<file path="config.mk">
export PLATFORM = sky130hd
export DESIGN_NAME = grc_top
export DESIGN_NICKNAME = d
export VERILOG_FILES = /design/src/rtl/grc_pkg.sv /design/src/rtl/grc_hold_timer.sv /design/src/rtl/grc_top.sv
export SDC_FILE = /design/constraint.sdc
export NUM_CORES = 1
export LEC_CHECK = 0
export BUFFER_PORTS_ARGS = -buffer_cell sky130_fd_sc_hd__buf_2
export CORE_MARGIN = 2
export CORE_UTILIZATION = 55
export DETAILED_ROUTE_END_ITERATION = 16
export GPL_ROUTABILITY_DRIVEN = 0
export GPL_TIMING_DRIVEN = 0
export PLACE_DENSITY_LB_ADDON = 0.1
export REMOVE_ABC_BUFFERS = 1
export SLEW_MARGIN = 20
export SYNTH_ARGS = -nofsm -noshare
export SYNTH_HDL_FRONTEND = slang
export SYNTH_SLANG_ARGS = --single-unit
</file>
<file path="constraint.sdc">
create_clock -name clock_i -period 5.3 [get_ports clock_i]
set_clock_uncertainty 0.05 [all_clocks]
set_input_delay 0.53 -clock clock_i [delete_from_list [all_inputs] [get_ports clock_i]]
set_output_delay 0.53 -clock clock_i [all_outputs]
set_load 0.01 [all_outputs]
</file>
<file path="src/rtl/grc_pkg.sv">
/*
  constants of the global reset controller: register addresses, field
  positions, reset values and hold timing.
  assumes a 40 MHz system clock and an 8-bit special function register port.
*/
// Overview of operation
// RQ1: any of seven sources asserts global reset
// RQ2: cause flags clear only by software write
// RQ3: power-up low holds reset, then 20ms
// RQ4: supply drop low holds reset, then 20ms
// RQ5: programming mode high holds reset, then 20ms
// RQ6: watchdog overflow gives 20ms reset
// RQ7: fetch overflow sampled on clock edge, 20ms
// RQ8: global reset clears fetch overflow indication
// RQ9: software reset only on value 0x55
// RQ10: debug request gives one-cycle reset, no stretch
// RQ11: flag bits: wdt,pwr,bo,fetch,prog,sw,dbg; 7 reserved
// RQ12: power-up loads flags with 0x02
// RQ13: other resets set only own flag
// RQ14: bit 3 disables brownout detector, default 1
// RQ15: software should enable detector early
// RQ16: reactivated source restarts hold; synchronous release
// RQ17: global reset clears software reset register
package grc_pkg;
  localparam logic [7:0] ADDR_SOFT_RST  = 8'h8E;
  localparam logic [7:0] ADDR_CAUSE     = 8'hD7;
  localparam logic [7:0] ADDR_ANA_PD    = 8'hFE;
  localparam logic [7:0] SOFT_RST_RESET = 8'h00;
  localparam logic [7:0] SOFT_RST_KEY   = 8'h55;
  localparam logic [7:0] ANA_PD_RESET   = 8'h1F;
  localparam logic [7:0] ANA_PD_MASK    = 8'h1D;
  localparam logic [7:0] CAUSE_POWERUP  = 8'h02;
  localparam logic [7:0] CAUSE_MASK     = 8'h7F;
  localparam int BIT_WDT   = 0;
  localparam int BIT_PWR   = 1;
  localparam int BIT_BO    = 2;
  localparam int BIT_FETCH = 3;
  localparam int BIT_PROG  = 4;
  localparam int BIT_SOFT  = 5;
  localparam int BIT_DEBUG = 6;
  localparam int BIT_ADC_OFF  = 0;
  localparam int BIT_XTAL_OFF = 2;
  localparam int BIT_BOR_OFF  = 3;
  localparam int BIT_LVD_OFF  = 4;
  localparam int CLK_HZ       = 40_000_000;
  localparam int HOLD_MS      = 20;
  localparam int HOLD_CYCLES  = CLK_HZ / 1000 * HOLD_MS;
  localparam int HOLD_W       = 20;
  typedef enum logic [1:0] {
    ST_RUN   = 2'b00,
    ST_HOLD  = 2'b01,
    ST_DEBUG = 2'b10
  } grc_state_t;
endpackage

</file>
<file path="src/rtl/grc_hold_timer.sv">
/*
  hold timer: counts the stretch after the last active stretched source.
  assumes restart and level inputs already synchronous to clock_i.
*/
`timescale 1ns/100ps
`default_nettype none
module grc_hold_timer #(
  parameter logic [19:0] HOLD_CYCLES = 20'(grc_pkg::HOLD_CYCLES)
) (
  // clock and reset
  input  wire logic clock_i,
  input  wire logic reset_i,
  // control
  input  wire logic restart_i,
  output logic      done_o
);
  typedef struct packed {
    logic [19:0] count;
    logic        done;
  } grc_tmr_t;
  grc_tmr_t st_ff;
  grc_tmr_t nxt_st;
  always_comb begin
    nxt_st = st_ff;
    if (restart_i) begin
      nxt_st.count = '0;                        // [RQ16]
      nxt_st.done  = 1'b0;
    end else if (!st_ff.done) begin
      if (st_ff.count >= HOLD_CYCLES - 20'h00001) begin
        nxt_st.done = 1'b1;
      end else begin
        nxt_st.count = st_ff.count + 20'h00001;
      end
    end
  end
  always_ff @(posedge clock_i) begin
    if (reset_i) begin
      st_ff <= '{count: 20'h00000, done: 1'b1};
    end else begin
      st_ff <= nxt_st;
    end
  end
  assign done_o = st_ff.done;
endmodule
`default_nettype wire

</file>
<file path="src/rtl/grc_top.sv">
/*
  global reset controller: merges seven reset sources into the chip reset,
  stretches it except on debug requests, records causes and holds analog power-down bits.
  assumes analog and programmer pins are asynchronous, watchdog, fetch and
  debug signals come from logic on clock_i, sfr writes last one cycle.
*/
`timescale 1ns/100ps
`default_nettype none
module grc_top #(
  parameter logic [19:0] HOLD_CYCLES = 20'(grc_pkg::HOLD_CYCLES)
) (
  // clock and reset
  input  wire logic       clock_i,
  input  wire logic       reset_i,
  // reset sources
  input  wire logic       power_up_reset_low_i,
  input  wire logic       supply_drop_reset_low_i,
  input  wire logic       prog_mode_i,
  input  wire logic       watchdog_overflow_i,
  input  wire logic       fetch_out_of_range_i,
  input  wire logic       debug_reset_low_i,
  // sfr port
  input  wire logic [7:0] sfr_addr_i,
  input  wire logic       sfr_wr_i,
  input  wire logic [7:0] sfr_wdata_i,
  output logic      [7:0] sfr_rdata_o,
  // outputs
  output logic            global_reset_low_o,
  output logic            fetch_overflow_o,
  output logic            brownout_detector_off_o,
  output logic            low_voltage_detector_off_o,
  output logic            crystal_oscillator_off_o,
  output logic            converter_off_o
);
  typedef struct packed {
    logic [2:0]  sync1;
    logic [2:0]  sync2;
    grc_pkg::grc_state_t state;
    logic        rst_low;
    logic        fetch_ovf;
    logic [7:0]  soft_rst;
    logic [7:0]  cause;
    logic [7:0]  ana_pd;
    logic [7:0]  rdata;
    logic        pwr_seen;
  } grc_top_t;
  grc_top_t st_ff;
  grc_top_t nxt_st;
  logic pwr_act;
  logic bo_act;
  logic prog_act;
  logic soft_act;
  logic stretch_act;
  logic hold_done;
  function automatic logic hit(input logic [7:0] a, input logic [7:0] b);
    hit = (a == b);
  endfunction
  // levels stay active for the whole time the source is asserted
  assign pwr_act  = !st_ff.sync2[0];                        // [RQ3]
  assign bo_act   = !st_ff.sync2[1];                        // [RQ4]
  assign prog_act = st_ff.sync2[2];                         // [RQ5]
  assign soft_act = hit(st_ff.soft_rst, grc_pkg::SOFT_RST_KEY); // [RQ9]
  assign stretch_act = pwr_act | bo_act | prog_act | watchdog_overflow_i
                     | st_ff.fetch_ovf | soft_act;          // [RQ1] [RQ6]
  grc_hold_timer #(
    .HOLD_CYCLES (HOLD_CYCLES)
  ) u_hold (
    .clock_i   (clock_i),
    .reset_i   (reset_i),
    .restart_i (stretch_act),
    .done_o    (hold_done)
  );
  always_comb begin
    nxt_st = st_ff;
    nxt_st.sync1 = {prog_mode_i, supply_drop_reset_low_i, power_up_reset_low_i};
    nxt_st.sync2 = st_ff.sync1;
    // fetch indication latched on the clock edge, cleared by the reset it causes
    if (fetch_out_of_range_i) begin
      nxt_st.fetch_ovf = 1'b1;                              // [RQ7]
    end else if (!st_ff.rst_low) begin
      nxt_st.fetch_ovf = 1'b0;                              // [RQ8]
    end
    // software writes first; hardware set wins afterwards
    if (sfr_wr_i) begin
      case (sfr_addr_i)
        grc_pkg::ADDR_SOFT_RST: nxt_st.soft_rst = sfr_wdata_i;
        grc_pkg::ADDR_CAUSE:    nxt_st.cause = sfr_wdata_i & grc_pkg::CAUSE_MASK; // [RQ2]
        grc_pkg::ADDR_ANA_PD:   nxt_st.ana_pd = sfr_wdata_i & grc_pkg::ANA_PD_MASK; // [RQ14]
        default: ;
      endcase
    end
    if (!st_ff.rst_low) begin
      nxt_st.soft_rst = grc_pkg::SOFT_RST_RESET;            // [RQ17]
      nxt_st.ana_pd   = grc_pkg::ANA_PD_RESET & grc_pkg::ANA_PD_MASK; // [RQ14]
    end
    // cause flags; power-up replaces all, others set own bit only
    if (pwr_act) begin
      nxt_st.cause = grc_pkg::CAUSE_POWERUP;                // [RQ12]
    end else begin
      if (bo_act)              nxt_st.cause[grc_pkg::BIT_BO]    = 1'b1; // [RQ13] [RQ11]
      if (prog_act)            nxt_st.cause[grc_pkg::BIT_PROG]  = 1'b1;
      if (watchdog_overflow_i) nxt_st.cause[grc_pkg::BIT_WDT]   = 1'b1;
      if (st_ff.fetch_ovf)     nxt_st.cause[grc_pkg::BIT_FETCH] = 1'b1;
      if (soft_act)            nxt_st.cause[grc_pkg::BIT_SOFT]  = 1'b1;
      if (!debug_reset_low_i)  nxt_st.cause[grc_pkg::BIT_DEBUG] = 1'b1;
    end
    // global reset sequencing, released on a clock edge
    case (st_ff.state)
      grc_pkg::ST_RUN: begin
        if (stretch_act) begin
          nxt_st.state   = grc_pkg::ST_HOLD;                // [RQ1]
          nxt_st.rst_low = 1'b0;
        end else if (!debug_reset_low_i) begin
          nxt_st.state   = grc_pkg::ST_DEBUG;               // [RQ10]
          nxt_st.rst_low = 1'b0;
        end
      end
      grc_pkg::ST_HOLD: begin
        nxt_st.rst_low = 1'b0;
        if (hold_done && !stretch_act) begin
          nxt_st.state   = grc_pkg::ST_RUN;                 // [RQ16]
          nxt_st.rst_low = 1'b1;
        end
      end
      grc_pkg::ST_DEBUG: begin
        // single cycle low; a stretched source still takes over
        if (stretch_act) begin
          nxt_st.state   = grc_pkg::ST_HOLD;
          nxt_st.rst_low = 1'b0;
        end else begin
          nxt_st.state   = grc_pkg::ST_RUN;                 // [RQ10]
          nxt_st.rst_low = 1'b1;
        end
      end
      default: begin
        nxt_st.state   = grc_pkg::ST_HOLD;
        nxt_st.rst_low = 1'b0;
      end
    endcase
    case (sfr_addr_i)
      grc_pkg::ADDR_SOFT_RST: nxt_st.rdata = nxt_st.soft_rst;
      grc_pkg::ADDR_CAUSE:    nxt_st.rdata = nxt_st.cause;
      grc_pkg::ADDR_ANA_PD:   nxt_st.rdata = nxt_st.ana_pd;
      default:                nxt_st.rdata = 8'h00;
    endcase
    nxt_st.pwr_seen = st_ff.pwr_seen | pwr_act;
  end
  always_ff @(posedge clock_i) begin
    if (reset_i) begin
      st_ff <= '{sync1: 3'h0, sync2: 3'h0, state: grc_pkg::ST_HOLD,
                 rst_low: 1'b0, fetch_ovf: 1'b0, soft_rst: 8'h00,
                 cause: grc_pkg::CAUSE_POWERUP,
                 ana_pd: grc_pkg::ANA_PD_RESET & grc_pkg::ANA_PD_MASK,
                 rdata: 8'h00, pwr_seen: 1'b0};
    end else begin
      st_ff <= nxt_st;
    end
  end
  assign sfr_rdata_o                = st_ff.rdata;
  assign global_reset_low_o         = st_ff.rst_low;
  assign fetch_overflow_o           = st_ff.fetch_ovf;
  assign brownout_detector_off_o    = st_ff.ana_pd[grc_pkg::BIT_BOR_OFF]; // [RQ14]
  assign low_voltage_detector_off_o = st_ff.ana_pd[grc_pkg::BIT_LVD_OFF];
  assign crystal_oscillator_off_o   = st_ff.ana_pd[grc_pkg::BIT_XTAL_OFF];
  assign converter_off_o            = st_ff.ana_pd[grc_pkg::BIT_ADC_OFF];
endmodule
`default_nettype wire

</file>
After elaboration in Yosys (flattened, before gate mapping)
Cells that the tools add are included.
{ "classes": {"eq_ne": 9, "reduce_logical": 8, "addsub": 1, "n_bitwise": 7, "muxes": 27, "n_lt_le_gt_ge": 1} }
{ "ops": {"columns": ["op", "n"], "rows": [
  ["8-bit two-way mux", 5],
  ["8-bit equality test, second input constant", 3],
  ["24-bit two-way mux", 1],
  ["8-bit one-hot mux with 3 select lines", 1],
  ["20-bit by 1-bit adder with 20-bit output, second input constant", 1],
  ["20-bit >= comparator, second input constant", 1],
  ["1-bit two-way mux", 14],
  ["3-bit two-way mux", 3],
  ["3-bit one-hot mux with 3 select lines", 1],
  ["8-bit by 7-bit equality test with 1-bit output, second input constant", 1],
  ["5-bit two-way mux", 1],
  ["1-bit bitwise OR", 5],
  ["2-bit != test, second input constant", 2],
  ["2-bit AND reduction", 2],
  ["1-bit logical NOT", 3],
  ["3-bit != test, second input constant", 1],
  ["2-bit by 1-bit equality test with 1-bit output, second input constant", 1],
  ["2-bit equality test, second input constant", 1],
  ["2-bit logical NOT", 1],
  ["2-bit two-way mux", 1],
  ["1-bit NOT", 2],
  ["2-bit OR reduction", 1],
  ["1-bit logical AND", 1]
]} }
{ "totals": {"inputBits": 25, "output_inout_bits": 14, "ff_bits": 63, "elab_cells": 64} }

Depth between registers and ports, before layout
{ "depth": {"word_depth": 10, "mapped_depth": 6, "mapped_depth_nobuf": 6} }

Cells and area by module
Synthesis repeated with hierarchy kept, for this count alone.
{ "unflattened": {"cells_unflattened": 342, "hier_area_um2": 3054.2} }
{ "by_module_without_submodules": {"columns": ["module", "seq_area_each_um2", "cells_per_inst", "area_per_inst_um2", "instances"], "rows": [
  ["grc_top", 840.8, 217, 1948.1, 1],
  ["grc_hold_timer", 420.4, 125, 1106.1, 1]
]} }

Least setup slack after synthesis
Ideal clock, no wire load.
{ "synth_timing": {"path_kind": "input to register", "from": "input port sfr_addr_i[3]", "to": "register st_ff (netlist bit sfr_rdata_o[4])", "path_buffers": 1, "path_stages": 6, "setup_slack_ps": 3470, "required_ps": 5176, "t_arrival_ps": 1706, "setup_time_ps": 74, "path_cell_list": "and4bb_1 -> and3_1 -> clkbuf_1 -> nor2_1 -> or2_2 -> a31oi_1"} }
{ "synth_via": {"elab_chain_cells": 6} }
{ "synth_rtl": {"columns": ["element", "line_no", "text"], "rows": [
  ["start, declared", "grc_top.sv:23", "input wire logic [7:0] sfr_addr_i,"],
  ["8-bit equality test", "grc_top.sv:85, grc_top.sv:140", null],
  ["8-bit two-way mux", "grc_top.sv:85", "case (sfr_addr_i)"],
  ["24-bit two-way mux", "grc_top.sv:84", "if (sfr_wr_i) begin"],
  ["1-bit two-way mux", "grc_top.sv:101", "if (prog_act) nxt_st.cause[grc_pkg::BIT_PROG] = 1'b1;"],
  ["5-bit two-way mux", "grc_top.sv:97", "if (pwr_act) begin"],
  ["8-bit one-hot mux with 3 select lines *", "grc_top.sv:140", "case (sfr_addr_i)"],
  ["end signal, assigned", "grc_top.sv:150", "st_ff <= '{sync1: 3'h0, sync2: 3'h0, state: grc_pkg::ST_HOLD,"],
  ["end signal, assigned", "grc_top.sv:156", "st_ff <= nxt_st;"],
  ["end, declared", "grc_top.sv:47", "grc_top_t st_ff;"]
]} }
Every way passes the cells marked *; elsewhere a longest branch is shown, timed or not.
A chain may end at the register's enable or synchronous reset.

Worst setup path after layout
{ "layout_timing": {"from": "register u_hold.st_ff[15] in the netlist's numbering", "to": "register u_hold.st_ff[6] in the netlist's numbering"} }
{ "layout_via": {"elab_chain_cells": 3} }
{ "layout_rtl": {"columns": ["element", "line_no", "text"], "rows": [
  ["start, declared", "grc_hold_timer.sv:21", "grc_tmr_t st_ff;"],
  ["start signal, assigned", "grc_hold_timer.sv:38", "st_ff <= '{count: 20'h00000, done: 1'b1};"],
  ["start signal, assigned", "grc_hold_timer.sv:40", "st_ff <= nxt_st;"],
  ["20-bit >= comparator", "grc_hold_timer.sv:29", "if (st_ff.count >= HOLD_CYCLES - 20'h00001) begin"],
  ["1-bit NOT (no line)", null, null],
  ["2-bit AND reduction (no line)", null, null]
]} }
Every way passes these cells.

==> flow_metrics.env <==
export IMPL_ys_seq_area_share_pct=41.9
export IMPL_die_area_um2=6080
export IMPL_hold_buffers=0
export IMPL_cts_resized=0
export IMPL_worstHoldPathType="in2reg"
export IMPL_core_um2=5200
export IMPL_synth_most_common_cell="dfxtp_1"
export IMPL_ir_drop_v=0.000178
export IMPL_endpoint="u_hold.st_ff[6]"
export IMPL_ys_flop_type="dfxtp_1"
export IMPL_criticalPathCategory="reg2reg"
export IMPL_io_pins=39
export IMPL_route_vias_total=2645
export IMPL_drv_slew=0
export IMPL_drtAntennaViolNets=0
export IMPL_synth_warning_count=0
export IMPL_max_freq_ghz=0.457
export IMPL_multi_input_area_um2=1590
export IMPL_antennaDiodeCount=0
export IMPL_ys_ff_latch=63
export IMPL_yosys_area_top_type_share_pct=41.9
export IMPL_nFillCells=474
export IMPL_synth_compound_area_share_pct=16.7
export IMPL_synthSimpleGateAreaFrac_pct=27.9
export IMPL_dieWidth_um=78.0
export IMPL_yosys_cell_types_count=55
export IMPL_crit_required_ps=5520
export IMPL_numCtsBuffers=9
export IMPL_finalSetupViolCount=0
export IMPL_synth_top_family_by_area="simple AND/OR/NAND/NOR gates"
export IMPL_rsz0062_at_grt="no"
export IMPL_outcome="complete, no violations"
export IMPL_drive_gt1_share_pct=17.0
export IMPL_timing_final_ws_setup_ps=3110
export IMPL_drv_cap=0
export IMPL_power_leakage_nw=1.25
export IMPL_tns_ps=0
export IMPL_htreeDepth=3
export IMPL_cts_tree="done"
export IMPL_holdWs_ps=343
export IMPL_cp_end_kind="register"
export IMPL_pre_cts_ws_ps=3050
export IMPL_grt_pass1_vias=2374
export IMPL_path_clk_slew_ps=70
export IMPL_route_detailed_drc=0
export IMPL_placed_area_um2=3170
export IMPL_first_pass_iters=5
export IMPL_ys_top_cells_by_count="63 x dfxtp_1, 42 x nand2_1, 31 x a21oi_1"
export IMPL_async_flop_share_pct=0
export IMPL_syn_area_per_cell_um2=8.60
export IMPL_synth_cells=350
export IMPL_clockRootBuffer="clkbuf_8"
export IMPL_hold_path_cell_count=3
export IMPL_grt_pass1_wl_mm=11.7
export IMPL_r2r_slack_ps=3110
export IMPL_r2r_start="u_hold.st_ff[15]"
export IMPL_power_mw=0.925
export IMPL_clock_sinks=63
export IMPL_fin_area_um2=3360
export IMPL_relSlewSlack_pct=51.3
export IMPL_synth_xor_area_share_pct=4.07
export IMPL_synth_edf_count=0
export IMPL_muxShareOfSynthArea_pct=3.70
export IMPL_vias_per_cell=5.85
export IMPL_worstSkewPairLatency_ps=340
export IMPL_track_usage_pct=24.7
export IMPL_dp_hpwl_mm=5.07
export IMPL_hold_viol=0
export IMPL_cp_max_fo=14
export IMPL_syn_to_final_growth_pct=11.5
export IMPL_clock_path_buffers=2
export IMPL_io_buffers=38
export IMPL_initial_core_util_pct=57.8
export IMPL_crit_start="u_hold.st_ff[15]"
export IMPL_first_iter_violations=307
export IMPL_start_kind="register"
export IMPL_syn_area_um2=3010
export IMPL_final_nets=403
export IMPL_r2r_cells=5
export IMPL_synthAdderAreaFrac_pct=0.416
export IMPL_routed_wl_mm=7.12
export IMPL_fp_dieH_um=78.0
export IMPL_cellPowerDensity_nw_per_um2=276
export IMPL_regToRegEndpoint="u_hold.st_ff[6]"
export IMPL_regArea_um2=1260
export IMPL_arrival_ps=2410
export IMPL_overflow=0
export IMPL_yosysTopAreaCell="dfxtp_1"
export IMPL_antenna_found_initial=0
export IMPL_period_share_pct=41.3
export IMPL_wire_per_inst_um=15.8
export IMPL_synth_area_leaders="dfxtp_1 42%, nand2_1 5.2%, a21oi_1 5.2%"
export IMPL_grt_max_degree=30
export IMPL_rows=26
export IMPL_tightest_slew_ps=727
export IMPL_fin_crit_ps=2190
export IMPL_post_cts_setup_buffers=0
## cell families after synthesis
family | Yosys count
AND/OR/NAND/NOR | 154
AO/OA/AOI/OAI | 75
flip-flops | 63
buffers and inverters | 32
XOR/XNOR | 14
multiplexers | 11
adder cells (fa/ha/maj) | 1
## report_power, final
group          internal (mW)  leakage (nW)  switching, mW  total [mW]
Sequential             0.477         0.510        0.00268       0.480
Clock                  0.228         0.100          0.178       0.406
Combinational         0.0152         0.640         0.0243      0.0395
Total                  0.720          1.25          0.205       0.925
## metal layers
layer	global-route usage [%]	share of wire, %
met5	0	0
met4	7.37	1.0
met3	7.21	7.9
met2	33.1	41
met1	37.7	50
## through the flow
stage               instances  util, %
CTS                       452     64.5
floorplan                 328        -
finish                    452     64.5
detailed placement        436     60.8
global route              452     64.5
global placement          436     60.8
## worst max-delay path, stage by stage (launching register included)
cell and delay (ps):
dfxtp_1 360, nor4_4 390, nor3b_4 650, a21oi_1 310
nand3_1 190, mux2i_1 180
## flip-flops by register name (all words and copies together) (netlist names), 3 cells and up
signal	flops
nxt_st	3
sfr_rdata_o	8
st_ff	24
u_hold.st_ff	20
## cells in the final DEF, fill, tap and decap left out, types with 5 or more instances in the layout
master | Yosys | final
nand4_1 | 6 | 6
inv_1 | 10 | 10
and3_1 | 13 | 13
a21oi_1 | 31 | 31
dfxtp_1 | 63 | 63
nand3_1 | 19 | 19
nand2_1 | 42 | 42
xnor2_1 | 14 | 14
mux2i_1 | 10 | 10
nor2b_1 | 9 | 9
clkbuf_8 | 0 | 10
buf_2 | 2 | 38
o21ai_0 | 9 | 9
nor4_1 | 5 | 5
a31oi_1 | 5 | 5
nor3_1 | 7 | 7
nor2_1 | 25 | 25
## worst min path at each step
stage | startpoint | endpoint
2_1_floorplan | st_ff[35] | st_ff[36]
3_3_place_gp | nxt_st[39] | prog_act
3_5_place_dp | nxt_st[37] | st_ff[37]
4_1_cts | fetch_out_of_range_i | fetch_overflow_o
5_1_grt | power_up_reset_low_i | nxt_st[37]
6_report | fetch_out_of_range_i | fetch_overflow_o
## cell type report
type / count / area share (%)
inverters: 10 / 1.12
clock inverters: 4 / 1.34
clock buffers: 12 / 4.33
well taps: 70 / 2.61
repair buffers: 38 / 5.67
multi-input cells: 255 / 47.4
flip-flops and latches: 63 / 37.6
Power figures use the tool's default switching activity.
